File: config.mk
export PLATFORM = sky130hd
export DESIGN_NAME = seia_top
export DESIGN_NICKNAME = d
export VERILOG_FILES = /design/src/verilog/seia_pkg.sv /design/src/verilog/seia_top.sv /design/src/verilog/seia_axil_slave.sv
export SDC_FILE = /design/constraint.sdc
export NUM_CORES = 1
export LEC_CHECK = 0
export ABC_AREA = 1
export BUFFER_PORTS_ARGS = -buffer_cell sky130_fd_sc_hd__buf_2
export CORE_MARGIN = 3
export CORE_UTILIZATION = 30
export DETAILED_ROUTE_END_ITERATION = 12
export HOLD_SLACK_MARGIN = 0.02
export PLACE_DENSITY = 0.47
export RECOVER_POWER = 25
export SETUP_SLACK_MARGIN = 0.3
export SYNTH_ARGS = -nofsm -noshare
export SYNTH_HDL_FRONTEND = slang
export SYNTH_SLANG_ARGS = --single-unit
export TNS_END_PERCENT = 10
File: constraint.sdc
create_clock -name clk -period 1.75 [get_ports clk]
set_input_delay 0.175 -clock clk [delete_from_list [all_inputs] [get_ports clk]]
set_output_delay 0.175 -clock clk [all_outputs]
set_load 0.005 [all_outputs]
File: src/verilog/seia_pkg.sv
package seia_pkg;

  // Register byte offsets on the AXI4-Lite bus
  localparam int          ADDR_W       = 12;
  localparam logic [11:0] EEPROM_OFF   = 12'h42C;
  localparam logic [11:0] IOEXP_OFF    = 12'h430;
  localparam logic [11:0] EXPADDR0_OFF = 12'h434;
  localparam logic [11:0] EXPADDR1_OFF = 12'h438;
  localparam logic [11:0] IRQ_STAT_OFF = 12'h440;
  localparam logic [11:0] IRQ_EN_OFF   = 12'h444;
  localparam logic [11:0] IRQ_CLR_OFF  = 12'h448;

  // serial_eeprom_access_upper field positions
  localparam int EE_DATA_LSB = 16;
  localparam int EE_BUSY_BIT = 24;
  localparam int EE_DONE_BIT = 25;
  localparam int EE_OP_BIT   = 26;

  // io_expander_control field positions
  localparam int IO_RELOAD_BIT = 24;
  localparam int IO_TM_BIT     = 25;
  localparam int IO_SEL_LSB    = 28;
  localparam int IO_DONE_BIT   = 31;

  // Expander slave address field positions
  localparam int EXPA_LO_LSB = 1;
  localparam int EXPA_HI_LSB = 17;

  // Expander select codes and eeprom_access_kind values
  localparam logic [2:0] SEL_EXP0 = 3'h0;
  localparam logic [2:0] SEL_EXP2 = 3'h2;
  localparam logic [2:0] SEL_EXP4 = 3'h4;
  localparam logic       OP_WRITE = 1'b0;
  localparam logic       OP_READ  = 1'b1;

  // Interrupt status bits
  localparam int IRQ_EE_BIT  = 0;
  localparam int IRQ_EXP_BIT = 1;
  localparam int IRQ_W       = 2;

  // Reset values
  localparam logic [31:0] ZERO32 = 32'h0000_0000;
  localparam logic [15:0] ZERO16 = 16'h0000;
  localparam logic [1:0]  RESP_OKAY = 2'h0;

  typedef enum logic [1:0] {
    SMB_EE_WRITE    = 2'h0,
    SMB_EE_READ     = 2'h1,
    SMB_EXP_REFRESH = 2'h2,
    SMB_EXP_UPDATE  = 2'h3
  } seia_smb_kind_t;

  // One-hot sequencer states
  typedef enum logic [2:0] {
    ST_IDLE = 3'b001,
    ST_REQ  = 3'b010,
    ST_WAIT = 3'b100
  } seia_state_t;

  // Transaction handed to the master SMBus engine
  typedef struct packed {
    seia_smb_kind_t kind;
    logic [6:0]     slave_addr;
    logic [15:0]    mem_addr;
    logic [15:0]    wdata;
  } seia_smb_req_t;

  typedef struct packed {
    logic        done;
    logic [15:0] rdata;
  } seia_smb_rsp_t;

  // Register strobes from the bus slave
  typedef struct packed {
    logic        wr;
    logic [11:0] waddr;
    logic [31:0] wdata;
    logic [3:0]  strb;
    logic        rd;
    logic [11:0] raddr;
  } seia_regbus_t;

endpackage

File: src/verilog/seia_top.sv
// Our own choice: the AXI4-Lite slave port.
`timescale 1ns/1ns
// Functional notes
// EEPROM done flag set on finish, W1C
// Kind bit picks write (0) or read (1)
// Pin data shows fetched inputs, supplied outputs
// Override mode supplies software output values
// Input bits of pin data never writable
// Refresh trigger launches expander SMBus transaction
// Refresh trigger always reads back zero
// Select codes 0,2,4 pick expanders
// Data byte write starts EEPROM access
// Busy high while EEPROM access runs
// Expander done flag on refresh/update finish
// Expander addressed by its slave address field
// Reserved select: no transaction, zero data
module seia_top #(
  parameter logic [6:0] EEPROM_SMB_ADDR = 7'h00
) (
  input  wire logic                  clk,
  input  wire logic                  reset_n,
  input  wire logic                  s_axi_awvalid,
  output logic                       s_axi_awready,
  input  wire logic [11:0]           s_axi_awaddr,
  input  wire logic                  s_axi_wvalid,
  output logic                       s_axi_wready,
  input  wire logic [31:0]           s_axi_wdata,
  input  wire logic [3:0]            s_axi_wstrb,
  output logic                       s_axi_bvalid,
  input  wire logic                  s_axi_bready,
  output logic [1:0]                 s_axi_bresp,
  input  wire logic                  s_axi_arvalid,
  output logic                       s_axi_arready,
  input  wire logic [11:0]           s_axi_araddr,
  output logic                       s_axi_rvalid,
  input  wire logic                  s_axi_rready,
  output logic [31:0]                s_axi_rdata,
  output logic [1:0]                 s_axi_rresp,
  output logic                       smb_req_valid,
  input  wire logic                  smb_req_ready,
  output seia_pkg::seia_smb_req_t    smb_req,
  input  wire seia_pkg::seia_smb_rsp_t smb_rsp,
  input  wire logic [2:0][15:0]      core_exp_out,
  input  wire logic [15:0]           expander_input_mask,
  output logic                       irq
);

  seia_pkg::seia_regbus_t  bus;
  logic [31:0]             rd_data;
  seia_pkg::seia_state_t   state_q;
  seia_pkg::seia_smb_req_t req_q;
  logic [1:0]              exp_idx_q;
  logic [15:0]             ee_addr_q;
  logic [7:0]              ee_data_q;
  logic                    ee_busy_q;
  logic                    ee_done_q;
  logic                    ee_op_q;
  logic                    io_tm_q;
  logic [2:0]              io_sel_q;
  logic                    io_done_q;
  logic [2:0][6:0]         exp_addr_q;
  logic [2:0][15:0]        pin_q;
  logic [2:0][15:0]        sw_out_q;
  logic [1:0]              irq_en_q;
  logic [1:0]              irq_stat_q;
  logic                    wr_ee;
  logic                    wr_io;
  logic                    idle;
  logic [2:0]              sel_new;
  logic                    tm_new;
  logic                    op_new;
  logic [2:0]              sel_dec_new;
  logic [2:0]              sel_dec_cur;
  logic [15:0]             sw_new;
  logic [15:0]             out_supply;
  logic                    ee_launch;
  logic                    exp_refresh;
  logic                    exp_update;
  logic                    finish;
  logic                    ee_finish;
  logic                    exp_finish;

  // Select decode: {valid, index}; reserved codes come back invalid
  function automatic logic [2:0] sel_decode(input logic [2:0] sel);
    logic [2:0] r;
    r = 3'b000;
    case (sel)
      seia_pkg::SEL_EXP0: r = 3'b100;
      seia_pkg::SEL_EXP2: r = 3'b101;
      seia_pkg::SEL_EXP4: r = 3'b110;
      default:            r = 3'b000;
    endcase
    return r;
  endfunction

  // Byte-lane merge for the low half-word of a register
  function automatic logic [15:0] merge16(input logic [15:0] old_v,
                                          input logic [15:0] new_v,
                                          input logic [1:0]  strb);
    return {strb[1] ? new_v[15:8] : old_v[15:8], strb[0] ? new_v[7:0] : old_v[7:0]};
  endfunction

  seia_axil_slave u_axil (
    .clk           (clk),
    .reset_n       (reset_n),
    .s_axi_awvalid (s_axi_awvalid),
    .s_axi_awready (s_axi_awready),
    .s_axi_awaddr  (s_axi_awaddr),
    .s_axi_wvalid  (s_axi_wvalid),
    .s_axi_wready  (s_axi_wready),
    .s_axi_wdata   (s_axi_wdata),
    .s_axi_wstrb   (s_axi_wstrb),
    .s_axi_bvalid  (s_axi_bvalid),
    .s_axi_bready  (s_axi_bready),
    .s_axi_bresp   (s_axi_bresp),
    .s_axi_arvalid (s_axi_arvalid),
    .s_axi_arready (s_axi_arready),
    .s_axi_araddr  (s_axi_araddr),
    .s_axi_rvalid  (s_axi_rvalid),
    .s_axi_rready  (s_axi_rready),
    .s_axi_rdata   (s_axi_rdata),
    .s_axi_rresp   (s_axi_rresp),
    .bus           (bus),
    .rd_data       (rd_data)
  );

  // Write decode; fields written in the same beat take effect at once
  assign wr_ee       = bus.wr && (bus.waddr == seia_pkg::EEPROM_OFF);
  assign wr_io       = bus.wr && (bus.waddr == seia_pkg::IOEXP_OFF);
  assign idle        = (state_q == seia_pkg::ST_IDLE);
  assign sel_new     = bus.strb[3] ? bus.wdata[seia_pkg::IO_SEL_LSB +: 3] : io_sel_q;
  assign tm_new      = bus.strb[3] ? bus.wdata[seia_pkg::IO_TM_BIT] : io_tm_q;
  assign op_new      = bus.strb[3] ? bus.wdata[seia_pkg::EE_OP_BIT] : ee_op_q;
  assign sel_dec_new = sel_decode(sel_new);
  assign sel_dec_cur = sel_decode(io_sel_q);
  // Input bits are masked off so software can never set them
  assign sw_new      = merge16(sw_out_q[sel_dec_new[1:0]], bus.wdata[15:0], bus.strb[1:0])
                       & ~expander_input_mask;
  // Override replaces the core's output values
  assign out_supply  = tm_new ? sw_new : (core_exp_out[sel_dec_new[1:0]] & ~expander_input_mask);

  // Launch conditions; requests arriving while the engine is busy are dropped
  assign ee_launch   = wr_ee && bus.strb[2] && idle;
  assign exp_refresh = wr_io && bus.strb[3] && bus.wdata[seia_pkg::IO_RELOAD_BIT]
                       && sel_dec_new[2] && idle;
  assign exp_update  = wr_io && (|bus.strb[1:0]) && tm_new && sel_dec_new[2]
                       && idle && !exp_refresh;

  assign finish      = (state_q == seia_pkg::ST_WAIT) && smb_rsp.done;
  assign ee_finish   = finish && (req_q.kind == seia_pkg::SMB_EE_WRITE
                                  || req_q.kind == seia_pkg::SMB_EE_READ);
  assign exp_finish  = finish && !ee_finish;
  assign smb_req_valid = (state_q == seia_pkg::ST_REQ);
  assign smb_req       = req_q;

  // Transaction sequencer: one SMBus transaction outstanding at a time
  always_ff @(posedge clk or negedge reset_n) begin
    if (!reset_n) begin
      state_q   <= seia_pkg::ST_IDLE;
      req_q     <= '0;
      exp_idx_q <= 2'h0;
    end else begin
      case (state_q)
        seia_pkg::ST_IDLE: begin
          if (ee_launch) begin
            req_q.kind       <= (op_new == seia_pkg::OP_READ) ? seia_pkg::SMB_EE_READ
                                                             : seia_pkg::SMB_EE_WRITE;
            req_q.slave_addr <= EEPROM_SMB_ADDR;
            req_q.mem_addr   <= merge16(ee_addr_q, bus.wdata[15:0], bus.strb[1:0]);
            req_q.wdata      <= {8'h00, bus.wdata[seia_pkg::EE_DATA_LSB +: 8]};
            state_q          <= seia_pkg::ST_REQ;
          end else if (exp_refresh || exp_update) begin
            req_q.kind       <= exp_refresh ? seia_pkg::SMB_EXP_REFRESH
                                            : seia_pkg::SMB_EXP_UPDATE;
            req_q.slave_addr <= exp_addr_q[sel_dec_new[1:0]];
            req_q.mem_addr   <= seia_pkg::ZERO16;
            req_q.wdata      <= out_supply;
            exp_idx_q        <= sel_dec_new[1:0];
            state_q          <= seia_pkg::ST_REQ;
          end
        end
        seia_pkg::ST_REQ: begin
          if (smb_req_ready) begin
            state_q <= seia_pkg::ST_WAIT;
          end
        end
        seia_pkg::ST_WAIT: begin
          if (smb_rsp.done) begin
            state_q <= seia_pkg::ST_IDLE;
          end
        end
        default: state_q <= seia_pkg::ST_IDLE;
      endcase
    end
  end

  // EEPROM access register; done flag set beats a same-cycle clear
  always_ff @(posedge clk or negedge reset_n) begin
    if (!reset_n) begin
      ee_addr_q <= seia_pkg::ZERO16;
      ee_data_q <= 8'h00;
      ee_busy_q <= 1'b0;
      ee_done_q <= 1'b0;
      ee_op_q   <= seia_pkg::OP_WRITE;
    end else begin
      if (wr_ee) begin
        ee_addr_q <= merge16(ee_addr_q, bus.wdata[15:0], bus.strb[1:0]);
        ee_op_q   <= op_new;
      end
      if (ee_launch) begin
        ee_data_q <= bus.wdata[seia_pkg::EE_DATA_LSB +: 8];
        ee_busy_q <= 1'b1;
      end else if (ee_finish) begin
        ee_busy_q <= 1'b0;
        if (req_q.kind == seia_pkg::SMB_EE_READ) begin
          ee_data_q <= smb_rsp.rdata[7:0];
        end
      end
      if (ee_finish) begin
        ee_done_q <= 1'b1;
      end else if (wr_ee && bus.strb[3] && bus.wdata[seia_pkg::EE_DONE_BIT]) begin
        ee_done_q <= 1'b0;
      end
    end
  end

  // Expander control, addresses and software output values
  always_ff @(posedge clk or negedge reset_n) begin
    if (!reset_n) begin
      io_tm_q    <= 1'b0;
      io_sel_q   <= seia_pkg::SEL_EXP0;
      io_done_q  <= 1'b0;
      exp_addr_q <= '0;
      sw_out_q   <= '0;
    end else begin
      if (wr_io && bus.strb[3]) begin
        io_tm_q  <= tm_new;
        io_sel_q <= sel_new;
      end
      if (wr_io && (|bus.strb[1:0]) && sel_dec_new[2]) begin
        sw_out_q[sel_dec_new[1:0]] <= sw_new;
      end
      if (exp_finish) begin
        io_done_q <= 1'b1;
      end else if (wr_io && bus.strb[3] && bus.wdata[seia_pkg::IO_DONE_BIT]) begin
        io_done_q <= 1'b0;
      end
      if (bus.wr && bus.waddr == seia_pkg::EXPADDR0_OFF) begin
        if (bus.strb[0]) exp_addr_q[0] <= bus.wdata[seia_pkg::EXPA_LO_LSB +: 7];
        if (bus.strb[2]) exp_addr_q[1] <= bus.wdata[seia_pkg::EXPA_HI_LSB +: 7];
      end
      if (bus.wr && bus.waddr == seia_pkg::EXPADDR1_OFF && bus.strb[0]) begin
        exp_addr_q[2] <= bus.wdata[seia_pkg::EXPA_LO_LSB +: 7];
      end
    end
  end

  // Pin image: inputs as fetched, outputs as last supplied
  always_ff @(posedge clk or negedge reset_n) begin
    if (!reset_n) begin
      pin_q <= '0;
    end else if (exp_finish) begin
      if (req_q.kind == seia_pkg::SMB_EXP_REFRESH) begin
        pin_q[exp_idx_q] <= (smb_rsp.rdata & expander_input_mask)
                            | (req_q.wdata & ~expander_input_mask);
      end else begin
        pin_q[exp_idx_q] <= (pin_q[exp_idx_q] & expander_input_mask)
                            | (req_q.wdata & ~expander_input_mask);
      end
    end
  end

  // Interrupt status, enable and clear; a new event outlives its clear
  always_ff @(posedge clk or negedge reset_n) begin
    if (!reset_n) begin
      irq_en_q   <= 2'h0;
      irq_stat_q <= 2'h0;
    end else begin
      if (bus.wr && bus.waddr == seia_pkg::IRQ_EN_OFF && bus.strb[0]) begin
        irq_en_q <= bus.wdata[seia_pkg::IRQ_W-1:0];
      end
      irq_stat_q <= ({exp_finish, ee_finish})
                    | (irq_stat_q & ~((bus.wr && bus.waddr == seia_pkg::IRQ_CLR_OFF
                                       && bus.strb[0]) ? bus.wdata[seia_pkg::IRQ_W-1:0]
                                                       : 2'h0));
    end
  end

  assign irq = |(irq_stat_q & irq_en_q);

  // Read mux; unmapped and reserved bits read zero
  always_comb begin
    rd_data = seia_pkg::ZERO32;
    case (bus.raddr)
      seia_pkg::EEPROM_OFF: begin
        rd_data[15:0]                           = ee_addr_q;
        rd_data[seia_pkg::EE_DATA_LSB +: 8]     = ee_data_q;
        rd_data[seia_pkg::EE_BUSY_BIT]          = ee_busy_q;
        rd_data[seia_pkg::EE_DONE_BIT]          = ee_done_q;
        rd_data[seia_pkg::EE_OP_BIT]            = ee_op_q;
      end
      seia_pkg::IOEXP_OFF: begin
        rd_data[15:0] = sel_dec_cur[2] ? pin_q[sel_dec_cur[1:0]] : seia_pkg::ZERO16;
        rd_data[seia_pkg::IO_RELOAD_BIT]        = 1'b0;
        rd_data[seia_pkg::IO_TM_BIT]            = io_tm_q;
        rd_data[seia_pkg::IO_SEL_LSB +: 3]      = io_sel_q;
        rd_data[seia_pkg::IO_DONE_BIT]          = io_done_q;
      end
      seia_pkg::EXPADDR0_OFF: begin
        rd_data[seia_pkg::EXPA_LO_LSB +: 7]     = exp_addr_q[0];
        rd_data[seia_pkg::EXPA_HI_LSB +: 7]     = exp_addr_q[1];
      end
      seia_pkg::EXPADDR1_OFF: rd_data[seia_pkg::EXPA_LO_LSB +: 7] = exp_addr_q[2];
      seia_pkg::IRQ_STAT_OFF: rd_data[seia_pkg::IRQ_W-1:0]        = irq_stat_q;
      seia_pkg::IRQ_EN_OFF:   rd_data[seia_pkg::IRQ_W-1:0]        = irq_en_q;
      default:                rd_data = seia_pkg::ZERO32;
    endcase
  end
endmodule

File: src/verilog/seia_axil_slave.sv
`timescale 1ns/1ns
module seia_axil_slave (
  input  wire logic                clk,
  input  wire logic                reset_n,
  input  wire logic                s_axi_awvalid,
  output logic                     s_axi_awready,
  input  wire logic [11:0]         s_axi_awaddr,
  input  wire logic                s_axi_wvalid,
  output logic                     s_axi_wready,
  input  wire logic [31:0]         s_axi_wdata,
  input  wire logic [3:0]          s_axi_wstrb,
  output logic                     s_axi_bvalid,
  input  wire logic                s_axi_bready,
  output logic [1:0]               s_axi_bresp,
  input  wire logic                s_axi_arvalid,
  output logic                     s_axi_arready,
  input  wire logic [11:0]         s_axi_araddr,
  output logic                     s_axi_rvalid,
  input  wire logic                s_axi_rready,
  output logic [31:0]              s_axi_rdata,
  output logic [1:0]               s_axi_rresp,
  output seia_pkg::seia_regbus_t   bus,
  input  wire logic [31:0]         rd_data
);

  logic        aw_held_q;
  logic        w_held_q;
  logic [11:0] awaddr_q;
  logic [31:0] wdata_q;
  logic [3:0]  wstrb_q;
  logic        bvalid_q;
  logic        rvalid_q;
  logic [31:0] rdata_q;
  logic        wr_fire;

  // Address and data are taken in either order, one write at a time
  assign s_axi_awready = !aw_held_q && !bvalid_q;
  assign s_axi_wready  = !w_held_q && !bvalid_q;
  assign wr_fire       = aw_held_q && w_held_q;
  assign s_axi_bvalid  = bvalid_q;
  assign s_axi_bresp   = seia_pkg::RESP_OKAY;
  assign s_axi_arready = !rvalid_q;
  assign s_axi_rvalid  = rvalid_q;
  assign s_axi_rdata   = rdata_q;
  assign s_axi_rresp   = seia_pkg::RESP_OKAY;

  // Register strobes; read strobe coincides with the address handshake
  always_comb begin
    bus.wr    = wr_fire;
    bus.waddr = awaddr_q;
    bus.wdata = wdata_q;
    bus.strb  = wstrb_q;
    bus.rd    = s_axi_arvalid && !rvalid_q;
    bus.raddr = s_axi_araddr;
  end

  // Write channel holding registers
  always_ff @(posedge clk or negedge reset_n) begin
    if (!reset_n) begin
      aw_held_q <= 1'b0;
      w_held_q  <= 1'b0;
      awaddr_q  <= 12'h000;
      wdata_q   <= seia_pkg::ZERO32;
      wstrb_q   <= 4'h0;
      bvalid_q  <= 1'b0;
    end else begin
      if (s_axi_awvalid && s_axi_awready) begin
        aw_held_q <= 1'b1;
        awaddr_q  <= s_axi_awaddr;
      end
      if (s_axi_wvalid && s_axi_wready) begin
        w_held_q <= 1'b1;
        wdata_q  <= s_axi_wdata;
        wstrb_q  <= s_axi_wstrb;
      end
      if (wr_fire) begin
        aw_held_q <= 1'b0;
        w_held_q  <= 1'b0;
        bvalid_q  <= 1'b1;
      end else if (s_axi_bready) begin
        bvalid_q <= 1'b0;
      end
    end
  end

  // Read data captured at the address handshake
  always_ff @(posedge clk or negedge reset_n) begin
    if (!reset_n) begin
      rvalid_q <= 1'b0;
      rdata_q  <= seia_pkg::ZERO32;
    end else if (bus.rd) begin
      rvalid_q <= 1'b1;
      rdata_q  <= rd_data;
    end else if (s_axi_rready) begin
      rvalid_q <= 1'b0;
    end
  end

endmodule

==> results by group <==
Placement
  • Port Buffers: 226
  • Placer Congestion: 0.855
  • Placed cells: ~2700
  • Placed cell areas: 16800 sq um
  • Placed wire-length estimate: 40100 um

STA
  • Final setup vio count: 101
  • Final Hold Viols: 0
  • Total negative slack: -6.50 ns
  • Pins Over Slew Limit: 0
  • Unrepaired setup endpoints after global routing: true
  • Fin crit share: 108%
  • Tightest Pin Transition: 1.03 ns
  • Max Freq: 529 MHz
  • Setup ws final: -0.139 ns
  • Final Critical Period: 1.89 ns
  • Max_slew headroom: 31.5%
  • Skew final: 0.0133 ns

Global routing
  • Global-route usage over all layers: a little over a fifth
  • First-pass GRT wire length: between 80000 and 90000 um
  • Pin count of the biggest net entering global routing: 64
  • Vias in the first global route: 13500
  • GRT overflow: 0
  • Initial antenna violation count: 0

Detailed routing
  • WL per Instance: 19.4 um
  • DR pass1 iterations: 6
  • Starting DRT DRC Count: 1066
  • Final wirelength: about 54000 um
  • Final antenna-violating net count: 0
  • Via count: 13700
  • Vias per inst: 4.91
  • DRC viols: 0

Floorplanning
  • Row cnt: about 80
  • Core ar.: 45500 sq um
  • Starting density of the core: 30.4%
  • Die X-Extent: ~220 um
  • I/O pin count: 233
  • Die height: 221 um
  • Die ar.: 48800 sq um

Power
  • Leak Pwr: 0.00956 uW
  • Internal power: 15100 uW
  • Sequential share of power: 33.1%
  • Clk pwr share: 33.5%
  • Maximum vdd drop: 0.935 mV
  • Switching Fraction: 35.0%
  • Total power: 23200 uW
  • Comb pwr share: 33.4%
  • Power per Cell Area: 1190 nW/um^2
  • Sw Pwr: between 8000 and 9000 uW

Clock tree
  • CTS tree: yes
  • Clk_lat worst skew: 0.54 ns
  • H-tree levels: 2
  • CTS Sinks: 281
  • CTS Buf Count: 36
  • Worst-path clk slew: 0.06 ns
  • CTS root buf: clkbuf_16
  • Clk buf depth: 3

Synthesis
  • Yosys cell types: 37
  • Post-synthesis sequential area ratio: about half
  • Syn Std Cell Area: 13800 sq um
  • Post-synthesis register bit count: 281
  • Cells after synthesis: 1784
  • Syn_area_per_cell: ~7.8 sq um
  • Yosys Warn Count: 0

Finish
  • Design area: 19500 sq um
  • Fillers: 4710
  • Antenna Diode Count: 0
  • Fin cells: 2799
  • Share of layout cells above drive strength 1: 28.3%
  • Area delta synth->final: 40.7%
  • Nets: approximately 2300
  • Utilization after layout: a little over two fifths

Run status
  • Failing checks: negative setup slack
  • Result of the run: finished, violations left

Worst setup path
  • Crit path arrival time: 2.30 ns
  • Nature of the critical path endpoint: register
  • CP Class: reg -> reg
  • Max stage delay cell, worst path: dfrtp_1
  • Cell repeated most along the worst path: nor2_1
  • CP delay by family, top: simple AND/OR/NAND/NOR gates
  • Crit path buf inv count: 3
  • Crit-path max FO: 5
  • Required time of the critical path: 2.16 ns
  • Worst path max stage delay: 0.38 ns
  • Crit-path cells: nor2_1, nand3_1, buf_6, nor2_4, nand3b_1, clkinv_2, nand2_2, nand3_4, buf_6, nor2_1, nor2_1, nand2_1
  • Critical Path Source Type: register

Hold path
  • HP Class: in -> reg

Run
  • # Max-Cap Violations: 0
registers in the layout (all words and copies together), names as in the netlist, 12 cells and up:
name	count
pin_q	48
sw_out_q	48
exp_addr_q	21
u_axil.wdata_q	31
smb_req	41
u_axil.awaddr_q	12
u_axil.s_axi_rdata	31
ee_addr_q	16
power groups by stage:
stage	Combinational [uW]	Sequential [uW]	Clock, uW
floorplan	3820	7660	0
global placement	7040	7730	0
detailed placement	7070	7750	0
CTS	7470	7670	7970
global route	8470	7770	8250
finish	7750	7680	7770
Yosys cell counts (all sizes together):
| master | count | area share [%] |
|---|---|---|
| mux2 | 14 | 1.1 |
| a22o | 1 | 0.063 |
| a32o | 3 | 0.22 |
| a21boi | 14 | 0.76 |
| conb | 1 | 0.027 |
| nand2 | 589 | 16 |
| nor3b | 1 | 0.054 |
| nand4 | 32 | 1.4 |
| o21a | 8 | 0.43 |
| nand3b | 2 | 0.11 |
| o211ai | 17 | 0.92 |
| nor2 | 186 | 5.1 |
| buf | 40 | 1.7 |
| dfstp | 1 | 0.19 |
| clkbuf | 49 | 1.3 |
| inv | 144 | 3.9 |
| a31oi | 10 | 0.45 |
| o31ai | 3 | 0.16 |
| o2bb2ai | 6 | 0.38 |
| a21oi | 73 | 2.9 |
| nor3 | 8 | 0.29 |
| dfrtp | 280 | 51 |
| o221ai | 23 | 1.5 |
| clkinv | 4 | 0.11 |
| nor4 | 2 | 0.14 |
| o21ai | 189 | 6.8 |
| nand3 | 84 | 3.2 |
through the flow:
step / hold WS, ns / setup slack [ns]
final: 0.0493 / -0.139
after global routing: 0.0617 / -0.264
after global placement: 0.0953 / -0.302
after floorplan: -0.121 / 0.129
after CTS: 0.0207 / -0.156
after detailed placement: 0.0975 / -0.311
layer usage:
metal | global-route usage [%] | routed length (um)
met5 | 0 | 0
met1 | 29.5 | 24200
met2 | 35.1 | 25400
met3 | 3.48 | 2600
met4 | 8.35 | 1940
what timing repair did:
item	CTS	global route
resized for setup	135	130
buffers inserted	5	2
pin swaps	71	36
cloned	4	1
hold endpoints to repair	340	0
hold buffers	58	0
setup endpoints to repair	237	234
final timing paths:
path,startpoint,endpoint,slack [ns],depth (start not counted)
setup / recovery,u_axil.awaddr_q[8],smb_req[3],-0.14,12
max in group asynchronous,reset_n,ee_data_q[4],0.26,3
hold / removal,smb_rsp[7],ee_data_q[7],0.05,5
min in group asynchronous,reset_n,u_axil.awaddr_q[3],0.35,2
setup reg to reg,u_axil.awaddr_q[8],smb_req[3],-0.14,12
hold reg to reg,u_axil.s_axi_rdata[28],u_axil.s_axi_rdata[28],0.47,2
layout make-up:
cell class	count	area, sq um	area share (%)
sequential	281	7040	36.1
multi-input combinational	1270	6500	33.4
timing repair buffer	441	3390	17.4
clock buffer	46	1000	5.13
tap	600	751	3.86
inverter	148	576	2.96
clock inverter	13	218	1.12
worst min-delay path, cell delays in order:
cell	delay (ns)
buf_2	0.13
nand2_1	0.06
o21ai_0	0.06
nand2_1	0.05
o21ai_0	0.07
cell families after synthesis:
family | Yosys count | share of synthesized area (%)
and+or+nand+nor | 904 | 26.5
AOI/OAI and AO/OA | 347 | 14.5
DFF | 281 | 50.8
buffers and inverters | 237 | 7.03
muxes | 14 | 1.14
other | 1 | 0.0271
cells in the final DEF, fill, tap and decap left out, types with 15 or more instances in the layout:
cell | netlist | final
buf_2 | 22 | 224
buf_6 | 3 | 24
buf_12 | 0 | 24
o21ai_2 | 0 | 15
a21oi_1 | 65 | 54
nand4_1 | 32 | 32
buf_4 | 9 | 102
o211ai_1 | 17 | 17
inv_1 | 138 | 129
nand2_2 | 8 | 52
a21oi_2 | 8 | 17
o21ai_1 | 24 | 66
clkbuf_16 | 0 | 38
nand3_1 | 80 | 70
dfrtp_1 | 280 | 278
dlygate4sd3_1 | 0 | 58
o21ai_0 | 165 | 108
nor2_4 | 0 | 16
nor2_1 | 181 | 156
nand2_1 | 581 | 531
Power figures use the tool's default switching activity.
